[config.mk]
export PLATFORM = sky130hd
export DESIGN_NAME = ebr_arbiter
export DESIGN_NICKNAME = d
export VERILOG_FILES = /design/src/core/ebr_pkg.sv /design/src/core/ebr_sync_if.sv /design/src/core/ebr_arbiter.sv /design/src/core/ebr_sync.sv
export SDC_FILE = /design/constraint.sdc
export NUM_CORES = 1
export LEC_CHECK = 0
export BUFFER_PORTS_ARGS = -buffer_cell sky130_fd_sc_hd__clkbuf_2
export CAP_MARGIN = 10
export CORE_UTILIZATION = 37
export CTS_CLUSTER_DIAMETER = 120
export DETAILED_ROUTE_END_ITERATION = 16
export PLACE_DENSITY = 0.74
export SETUP_SLACK_MARGIN = 0.15
export SLEW_MARGIN = 20
export SYNTH_ARGS = -nofsm -noshare
export SYNTH_HDL_FRONTEND = slang
export SYNTH_SLANG_ARGS = --single-unit
[constraint.sdc]
create_clock -name clk_sys_in -period 1.5 [get_ports clk_sys_in]
set_input_delay 0.45 -clock clk_sys_in [delete_from_list [all_inputs] [get_ports clk_sys_in]]
set_output_delay 0.45 -clock clk_sys_in [all_outputs]
set_load 0.03 [all_outputs]
[src/core/ebr_pkg.sv]
package ebr_pkg;
	localparam int ADDR_W = 22;
	localparam int DATA_W = 16;
	localparam int MSEL_W = 4;
	localparam int SYNC_STAGES = 2;
	// Least request-to-grant spacing in peripheral clock cycles.
	localparam int GRANT_MIN_CYC = 3;
	localparam logic [1:0] CNT_W2_ZERO = 2'h0;
	localparam logic [1:0] CNT_W2_ONE = 2'h1;
	localparam logic [1:0] GRANT_CNT_LAST = 2'h1;
	typedef enum logic [3:0] {
		ST_OWN = 4'h1,
		ST_WAIT = 4'h2,
		ST_RELEASE = 4'h4,
		ST_GRANTED = 4'h8
	} ebr_state_t;
endpackage : ebr_pkg

[src/core/ebr_sync_if.sv]
`timescale 1ns/10ps
interface ebr_sync_if;
	logic req_raw_n;
	logic req_sync_n;
	modport producer (input req_sync_n, output req_raw_n);
	modport syncer (input req_raw_n, output req_sync_n);
endinterface : ebr_sync_if

[src/core/ebr_arbiter.sv]
`timescale 1ns/10ps
module ebr_arbiter #(
	parameter int ADDR_W = ebr_pkg::ADDR_W,
	parameter int DATA_W = ebr_pkg::DATA_W
) (
	// Peripheral clock and power-on reset (not the device reset pin).
	input wire logic clk_sys_in,
	input wire logic rst_n_in,
	// Device reset pin level; the handshake ignores it.
	input wire logic dev_reset_n_in,
	// External master handshake.
	input wire logic ext_bus_request_n_in,
	output logic ext_bus_grant_n_out,
	output logic grant_hang_n_out,
	// Internal requesters for the external port.
	input wire logic core_req_in,
	input wire logic periph_req_in,
	input wire logic dual_read_hold_in,
	input wire logic core_exclusive_in,
	output logic core_stall_out,
	// Port drivers from the memory interface.
	input wire logic [ADDR_W-1:0] addr_in,
	input wire logic [DATA_W-1:0] wdata_in,
	input wire logic data_drive_in,
	input wire logic [ebr_pkg::MSEL_W-1:0] memory_selects_in,
	input wire logic boot_space_select_in,
	input wire logic io_space_select_in,
	input wire logic rd_n_in,
	input wire logic wr_n_in,
	// Pads.
	output logic [ADDR_W-1:0] addr_out,
	output logic addr_oe_out,
	output logic [DATA_W-1:0] data_out,
	output logic data_oe_out,
	output logic [ebr_pkg::MSEL_W-1:0] memory_selects_out,
	output logic boot_space_select_out,
	output logic io_space_select_out,
	output logic rd_n_out,
	output logic wr_n_out,
	output logic ctrl_oe_out
);
	ebr_sync_if sif ();
	ebr_pkg::ebr_state_t state_ff;
	ebr_pkg::ebr_state_t nxt_state;
	logic [1:0] cnt_ff;
	logic [1:0] nxt_cnt;
	logic grant_n_ff;
	logic hang_n_ff;
	logic stall_ff;
	logic oe_ff;
	logic [ADDR_W-1:0] addr_ff;
	logic [DATA_W-1:0] data_ff;
	logic data_oe_ff;
	logic [ebr_pkg::MSEL_W-1:0] ms_ff;
	logic bms_ff;
	logic io_space_select_ff;
	logic rd_ff;
	logic wr_ff;
	logic ext_req;
	logic int_pending;
	logic may_grant;
	logic bus_away;
	logic blocked;

	assign sif.req_raw_n = ext_bus_request_n_in;
	ebr_sync u_sync (
		.clk_sys_in(clk_sys_in),
		.rst_n_in(rst_n_in),
		.sif(sif.syncer)
	);

	// The device reset pin deliberately does not enter this logic.
	assign ext_req = ~sif.req_sync_n;
	assign int_pending = core_req_in | periph_req_in;
	// Dual-read lock blocks grant; a read/write pair leaves it open.
	assign may_grant = ext_req & ~int_pending & ~dual_read_hold_in;
	assign bus_away = (state_ff == ebr_pkg::ST_RELEASE) || (state_ff == ebr_pkg::ST_GRANTED);
	// Exclusive mode only drops peripheral requests from what stalls the core; bus requests are still granted.
	assign blocked = bus_away & (core_req_in | (periph_req_in & ~core_exclusive_in));

	always_comb begin
		nxt_state = state_ff;
		nxt_cnt = cnt_ff;
		case (state_ff)
			ebr_pkg::ST_OWN: begin
				nxt_cnt = ebr_pkg::CNT_W2_ZERO;
				if (ext_req) begin
					nxt_state = ebr_pkg::ST_WAIT;
				end
			end
			ebr_pkg::ST_WAIT: begin
				if (!ext_req) begin
					nxt_state = ebr_pkg::ST_OWN;
				end else if (cnt_ff != ebr_pkg::GRANT_CNT_LAST) begin
					nxt_cnt = cnt_ff + ebr_pkg::CNT_W2_ONE;
				end else if (may_grant) begin
					nxt_state = ebr_pkg::ST_RELEASE;
				end
			end
			ebr_pkg::ST_RELEASE: begin
				nxt_state = ext_req ? ebr_pkg::ST_GRANTED : ebr_pkg::ST_OWN;
			end
			ebr_pkg::ST_GRANTED: begin
				if (!ext_req) begin
					nxt_state = ebr_pkg::ST_OWN;
				end
			end
			default: begin
				nxt_state = ebr_pkg::ST_OWN;
			end
		endcase
	end

	// Runs on the peripheral clock; rate selection is upstream.
	always_ff @(posedge clk_sys_in or negedge rst_n_in) begin
		if (!rst_n_in) begin
			state_ff <= ebr_pkg::ST_OWN;
			cnt_ff <= ebr_pkg::CNT_W2_ZERO;
		end else begin
			state_ff <= nxt_state;
			cnt_ff <= nxt_cnt;
		end
	end

	always_ff @(posedge clk_sys_in or negedge rst_n_in) begin
		if (!rst_n_in) begin
			oe_ff <= 1'b1;
			grant_n_ff <= 1'b1;
			hang_n_ff <= 1'b1;
			stall_ff <= 1'b0;
		end else begin
			oe_ff <= (nxt_state == ebr_pkg::ST_OWN) || (nxt_state == ebr_pkg::ST_WAIT);
			grant_n_ff <= nxt_state != ebr_pkg::ST_GRANTED;
			hang_n_ff <= ~blocked;
			stall_ff <= blocked;
		end
	end

	always_ff @(posedge clk_sys_in or negedge rst_n_in) begin
		if (!rst_n_in) begin
			addr_ff <= '0;
			data_ff <= '0;
			data_oe_ff <= 1'b0;
			ms_ff <= '1;
			bms_ff <= 1'b1;
			io_space_select_ff <= 1'b1;
			rd_ff <= 1'b1;
			wr_ff <= 1'b1;
		end else begin
			addr_ff <= addr_in;
			data_ff <= wdata_in;
			data_oe_ff <= data_drive_in & ((nxt_state == ebr_pkg::ST_OWN) ||
				(nxt_state == ebr_pkg::ST_WAIT));
			ms_ff <= memory_selects_in;
			bms_ff <= boot_space_select_in;
			io_space_select_ff <= io_space_select_in;
			rd_ff <= rd_n_in;
			wr_ff <= wr_n_in;
		end
	end

	assign ext_bus_grant_n_out = grant_n_ff;
	assign grant_hang_n_out = hang_n_ff;
	assign core_stall_out = stall_ff;
	assign addr_out = addr_ff;
	assign addr_oe_out = oe_ff;
	assign data_out = data_ff;
	assign data_oe_out = data_oe_ff;
	assign memory_selects_out = ms_ff;
	assign boot_space_select_out = bms_ff;
	assign io_space_select_out = io_space_select_ff;
	assign rd_n_out = rd_ff;
	assign wr_n_out = wr_ff;
	assign ctrl_oe_out = oe_ff;

	property p_grant_after_release;
		@(posedge clk_sys_in) disable iff (!rst_n_in)
		$fell(ext_bus_grant_n_out) |-> !$past(ctrl_oe_out);
	endproperty
	a_grant_after_release: assert property (p_grant_after_release)
		else $error("grant before release");

	property p_no_drive_granted;
		@(posedge clk_sys_in) disable iff (!rst_n_in)
		!ext_bus_grant_n_out |-> !addr_oe_out && !data_oe_out && !ctrl_oe_out;
	endproperty
	a_no_drive_granted: assert property (p_no_drive_granted)
		else $error("driving while granted");

	property p_min_latency;
		@(posedge clk_sys_in) disable iff (!rst_n_in)
		$fell(ext_bus_request_n_in) ##1 ext_bus_request_n_in == 1'b0 |-> ext_bus_grant_n_out [*3];
	endproperty
	a_min_latency: assert property (p_min_latency) else $error("grant too early");

	property p_grant_needs_idle;
		@(posedge clk_sys_in) disable iff (!rst_n_in)
		$fell(ctrl_oe_out) |->
			!$past(core_req_in) && !$past(periph_req_in) && !$past(dual_read_hold_in);
	endproperty
	a_grant_needs_idle: assert property (p_grant_needs_idle)
		else $error("grant over internal");

	property p_release;
		@(posedge clk_sys_in) disable iff (!rst_n_in)
		(!ext_bus_grant_n_out && ext_bus_request_n_in) [*3] |=> ext_bus_grant_n_out && ctrl_oe_out;
	endproperty
	a_release: assert property (p_release) else $error("grant not returned");

	property p_hang;
		@(posedge clk_sys_in) disable iff (!rst_n_in)
		(bus_away && core_req_in) |=> !grant_hang_n_out && core_stall_out;
	endproperty
	a_hang: assert property (p_hang) else $error("hang not flagged");

	property p_stall_only_away;
		@(posedge clk_sys_in) disable iff (!rst_n_in)
		core_stall_out |-> $past(bus_away);
	endproperty
	a_stall_only_away: assert property (p_stall_only_away) else $error("stray stall");

	property p_sync;
		@(posedge clk_sys_in) disable iff (!rst_n_in)
		ext_req |-> !$past(ext_bus_request_n_in, 2);
	endproperty
	a_sync: assert property (p_sync) else $error("sync depth wrong");

	// The device reset pin must never hold the bus away from a master that has let go.
	property p_grant_in_rst;
		@(posedge clk_sys_in) disable iff (!rst_n_in)
		(!dev_reset_n_in && !ext_bus_grant_n_out && !ext_req) |=> ext_bus_grant_n_out;
	endproperty
	a_grant_in_rst: assert property (p_grant_in_rst) else $error("stuck in reset");
endmodule : ebr_arbiter

[src/core/ebr_sync.sv]
`timescale 1ns/10ps
module ebr_sync (
	// Clock and reset.
	input wire logic clk_sys_in,
	input wire logic rst_n_in,
	// Request levels.
	ebr_sync_if.syncer sif
);
	logic meta_ff;
	logic sync_ff;
	// Resets to idle (request not asserted); only the second stage is read outside.
	always_ff @(posedge clk_sys_in or negedge rst_n_in) begin
		if (!rst_n_in) begin
			meta_ff <= 1'b1;
			sync_ff <= 1'b1;
		end else begin
			meta_ff <= sif.req_raw_n;
			sync_ff <= meta_ff;
		end
	end
	assign sif.req_sync_n = sync_ff;
endmodule : ebr_sync

; After elaboration in Yosys (flattened, before gate mapping)
; Index checks and enable logic that the tools add are counted.
[op_classes]
add_sub_neg = 1
multipliers = 0
div = 0
order_cmp = 0
eq_ne = 10
n_shift = 0
n_mux = 10
bitwise = 12
reduce_logical = 4
[op_table]
columns = op, n
row1 = $mux 4, 6
row2 = $pmux 4 s4, 1
row3 = $eq 4x1->1 const B, 2
row4 = $eq 4x2->1 const B, 2
row5 = $and 1x1->1, 5
row6 = $not 1->1, 5
row7 = $eq 4x3->1 const B, 1
row8 = $eq 4x4->1 const B, 1
row9 = $mux 2, 2
row10 = $ne 2x2->1 const B, 2
row11 = $ne 4x4->1 const B, 1
row12 = $pmux 2 s2, 1
row13 = $reduce_and 3->1, 1
row14 = $add 2x1->2 const B, 1
row15 = $logic_or 1x1->1, 2
row16 = $ne 2x1->1 const B, 1
row17 = $or 1x1->1, 2
row18 = $reduce_bool 2->1, 1
[totals]
reg_bits = 59
latch_bits = 0
ramBits = 0
romBits = 0
output_inout_bits = 52
wordCells = 53
mem_count = 0

; Logic depth before layout (Yosys ltp)
[logic_depth]
word_depth = 11
ltp_mapped = 5

; By module
; A second synthesis with hierarchy kept.
[unflattened]
hier_cells = 98
area_unflattened_um2 = 1745.4
[modules_own_cells]
columns = module, n_inst, cells_each, area_each_um2
row1 = ebr_arbiter, 1, 96, 1692.9
row2 = ebr_sync, 1, 2, 52.6

; Worst setup path before layout
; No wires, ideal clock.
[synth_path]
kind = register to register
start = register cnt_ff[1]
end = register data_oe_ff (netlist: data_oe_out)
setup_ns = 0.143
arrival_time_ns = 1.410
required_time_ns = 1.357
path_slack_ns = -0.053
stages_incl_launch_ff = 6
n_path_buf = 0
synth_period_minus_slack_ns = 1.553
path_cell_list = dfrtp_1 -> inv_1 -> ha_1 -> or4b_4 -> nor4_4 -> nor3b_1
[synth_between]
elab_chain_cells = 7
elab_cells_between_ends = 8
[synth_lines]
columns = element, line
row1 = from (decl), ebr_arbiter.sv:45  ; logic [1:0] cnt_ff;
row2 = from (signal assigned), ebr_arbiter.sv:118  ; cnt_ff <= ebr_pkg::CNT_W2_ZERO;
row3 = from (signal assigned), ebr_arbiter.sv:121  ; cnt_ff <= nxt_cnt;
row4 = $ne 2x1->1 (*), ebr_arbiter.sv:94  ; end else if (cnt_ff != ebr_pkg::GRANT_CNT_LAST) begin
row5 = $mux 4 (*), ebr_arbiter.sv:94
row6 = $mux 4 (*), ebr_arbiter.sv:92  ; if (!ext_req) begin
row7 = $pmux 4 s4 (*), ebr_arbiter.sv:84  ; case (state_ff)
row8 = named net nxt_state[2], ebr_arbiter.sv:44  ; ebr_pkg::ebr_state_t nxt_state;
row9 = $eq 4x1->1 or $eq 4x2->1 (tied branches), "ebr_arbiter.sv:152, ebr_arbiter.sv:153"
row10 = $logic_or 1x1->1 (*), ebr_arbiter.sv:152  ; data_oe_ff <= data_drive_in & ((nxt_state == ebr_pkg::ST_OWN) ||
row11 = $and 1x1->1 (*), ebr_arbiter.sv:152
row12 = to (signal assigned), ebr_arbiter.sv:152
row13 = to (decl), ebr_arbiter.sv:53  ; logic data_oe_ff;
; Mark *: on every way through the listed nets, which the timed path passes. The rest lies on a longest branch.
; A chain may end at the register's enable or synchronous reset.

; Final worst setup path
; Ends and elaborated chain as after synthesis.

==> results.cfg <==
[floorplanning]
rows = 24
dieArea_um2 = 4930
die_w_um = 70.2
ioPinCount = 107
coreArea_um2 = 4410
fp.dieH_um = 70.2
start_util = 0.390

[setup_path]
r2r_slack_ns = 0.004
endpoint_kind = flip-flop
slowest_delay_ns = 0.49
criticalPathCategory = flip-flop to flip-flop
critPathLaunchType = flip-flop
crit_chain = inv_1 > ha_2 > or4b_4 > nor4_4 > nor3b_1
critPathRequiredTime_ns = 1.68
path_max_fanout = 3
worst_ep_arrival_time_ns = 1.68
cp_slowest_cell = or4b_4
crit_family = simple AND/OR/NAND/NOR gates
path_buf_inv = 1

[grt]
grt_usage = 0.163
grt_pass1_wl_um = 5900
grt_overflow = 0
grt_pass1_vias = 1290
antenna_found_initial = 0
grt_max_degree = 43

[hold_path]
hp-class = input port to async pin

[power_and_ir_drop]
power.internal_mw = 2.87
power.total_mw = 3.74
peakVddDrop_mv = 0.899
power_density_nw_per_um2 = 1360
clkPwrFrac = 0.433
p_leak_nw = 1.38
comb_power_share = 0.106
seq_power_share = 0.461
swShare = 0.233
switchingPower_mw = 0.870

[cells_and_area]
num_antenna_cells = 0
multi_input_area_um2 = 210
nets = 266
fill_cells = 331
final_cell_mix = clkbuf_2 (72), dfrtp_1 (45), dfstp_2 (14), buf_8 (13)
area_growth_pct = 59.6
drive_above_1_share = 0.674
final_common_cell = clkbuf_2
seq_area_um2 = 1490

[clock_tree]
cts-htree-levels = 3
cts.path.max_buffers = 2
cts_root_buffer = clkbuf_8
cts_tree = yes
cts_made_buffers = 9
clock-sinks = 59
clk_pin_slew_ns = 0.07
clock_latency_ns = 0.32

[sta]
whs_ns = 0.114
fin_crit_ns = 1.50
relSlewSlack = 0.615
finalSetupViolations = 0
fin_crit_sh = 0.997
worst_clock_skew_ns = 0.00248
rsz0062_at_grt = yes
report.final.hold_viol_count = 0
worst_slack_ns = 0.00424
maxSlewViolCount = 0
fmax_ghz = 0.669
worst_pin_slew_ns = 0.572

[synth]
synth_cells = 91
syn_nets = 147
yosysWarnings = 0
synth_seq_cells = 59
ys_types = 24
netlist_area_um2 = 1720
postSynthAreaPerCell_um2 = 18.9
ys_seq_area_frac = 0.868

[placed_design]
port_buffers = 105
hpwl_um = 2660
place.gp.congestion = 0.728
pre_cts_slack_ns = -0.152

[run_status]
status = finished clean

[routing]
drc = 0
dr.pass1.iters = 4
drt_iter0_markers = 40
wl_per_cell_um = 14.0
vias = 1172
wl_um = 3750
vias_per_cell = 4.39
drtAntennaViolNets = 0

[job]
cap_violations = 0
[final timing paths]
kind | cells after the start | from | end
max in group asynchronous | 2 | rst_n_in | io_space_select_out$_DFF_PN1_
hold / removal | 2 | rst_n_in | data_out[9]$_DFF_PN0_
setup reg to reg | 5 | cnt_ff[1]$_DFFE_PN0P_ | data_oe_out$_DFF_PN0_
min in group clk_sys_in | 1 | memory_selects_in[1] | memory_selects_out[1]$_DFF_PN1_
hold reg to reg | 0 | u_sync.meta_ff$_DFF_PN1_ | u_sync.sif.req_sync_n$_DFF_PN1_
setup / recovery | 5 | cnt_ff[1]$_DFFE_PN0P_ | data_oe_out$_DFF_PN0_
[registers in the layout, indices dropped and copies added (netlist names)]
register and count:
data_oe_out 1, memory_selects_out 4, data_out 16, wr_n_out 1, rd_n_out 1, u_sync.meta_ff 1, cnt_ff 2, core_stall_out 1
addr_oe_out 1, grant_hang_n_out 1, io_space_select_out 1, ext_bus_grant_n_out 1, addr_out 22, state_ff 4, u_sync.sif.req_sync_n 1, boot_space_select_out 1
[area by class of cell]
| type | count | area share |
|---|---|---|
| Multi-Input combinational cell | 27 | 0.0765 |
| Tap cell | 52 | 0.0237 |
| Sequential cell | 59 | 0.544 |
| Inverter | 3 | 0.00410 |
| Clock inverter | 4 | 0.0264 |
| Timing Repair Buffer | 110 | 0.269 |
| Clock buffer | 12 | 0.0565 |
[logic make-up after synthesis]
| kind of cell | count (synthesis) | share of synthesized area |
|---|---|---|
| xor+xnor | 1 | 0.00509 |
| fa+ha+maj | 1 | 0.00727 |
| simple gates | 17 | 0.0719 |
| buf+inv | 5 | 0.0153 |
| compound gates | 7 | 0.0269 |
| mux | 1 | 0.00581 |
| flops | 59 | 0.868 |
[cell usage after synthesis]
master	instances	area, µm²
a21o_1	2	15.0
or4b_4	1	13.8
nor4_4	1	21.3
nor4_1	2	12.5
xnor2_1	1	8.76
o311ai_0	1	8.76
clkbuf_4	1	7.51
or2_2	1	6.26
inv_1	3	11.3
nand2b_1	3	18.8
ha_1	1	12.5
dfrtp_1	45	1130
nor2_1	4	15.0
or2b_1	1	7.51
a211oi_1	1	7.51
o21ai_0	2	10.0
or4b_1	1	10.0
nor3b_1	1	7.51
nand3_1	1	5.00
or2_1	1	6.26
buf_4	1	7.51
mux2i_1	1	10.0
dfstp_2	14	368
a21oi_1	1	5.00
[metal layers]
layer,GRT usage,vias up,wire length [µm]
met5,0,-,0
met4,0.0933,0,89
met3,0.0794,11,419
met2,0.261,67,1920
met1,0.177,558,1320
li1,-,536,-
[power groups by stage]
stage                     Sequential (mW)  Clock, mW  Combinational (mW)
after detailed placement             1.74          0               0.364
after CTS                            1.72       1.65               0.390
after floorplan                      1.88          0              0.0384
final                                1.72       1.62               0.397
after global placement               1.74          0               0.359
after global routing                 1.73       1.72               0.426
[stage by stage]
stage,instance area (µm²),std cells,utilization,TNS (ns)
3_5_place_dp,2340,250,0.531,-0.289
4_1_cts,2710,267,0.614,-0.0336
3_3_place_gp,2340,250,0.531,-0.189
2_1_floorplan,1730,91,-,-0.00517
6_report,2750,267,0.622,0
5_1_grt,2750,267,0.622,-0.263
[repair_timing]
item	in CTS	in global routing
pin swaps	3	0
setup endpoints to repair	21	38
buffers inserted	1	0
hold buffers	0	0
cloned	0	0
resized for setup	31	45
(Power assumes the default switching activity.)
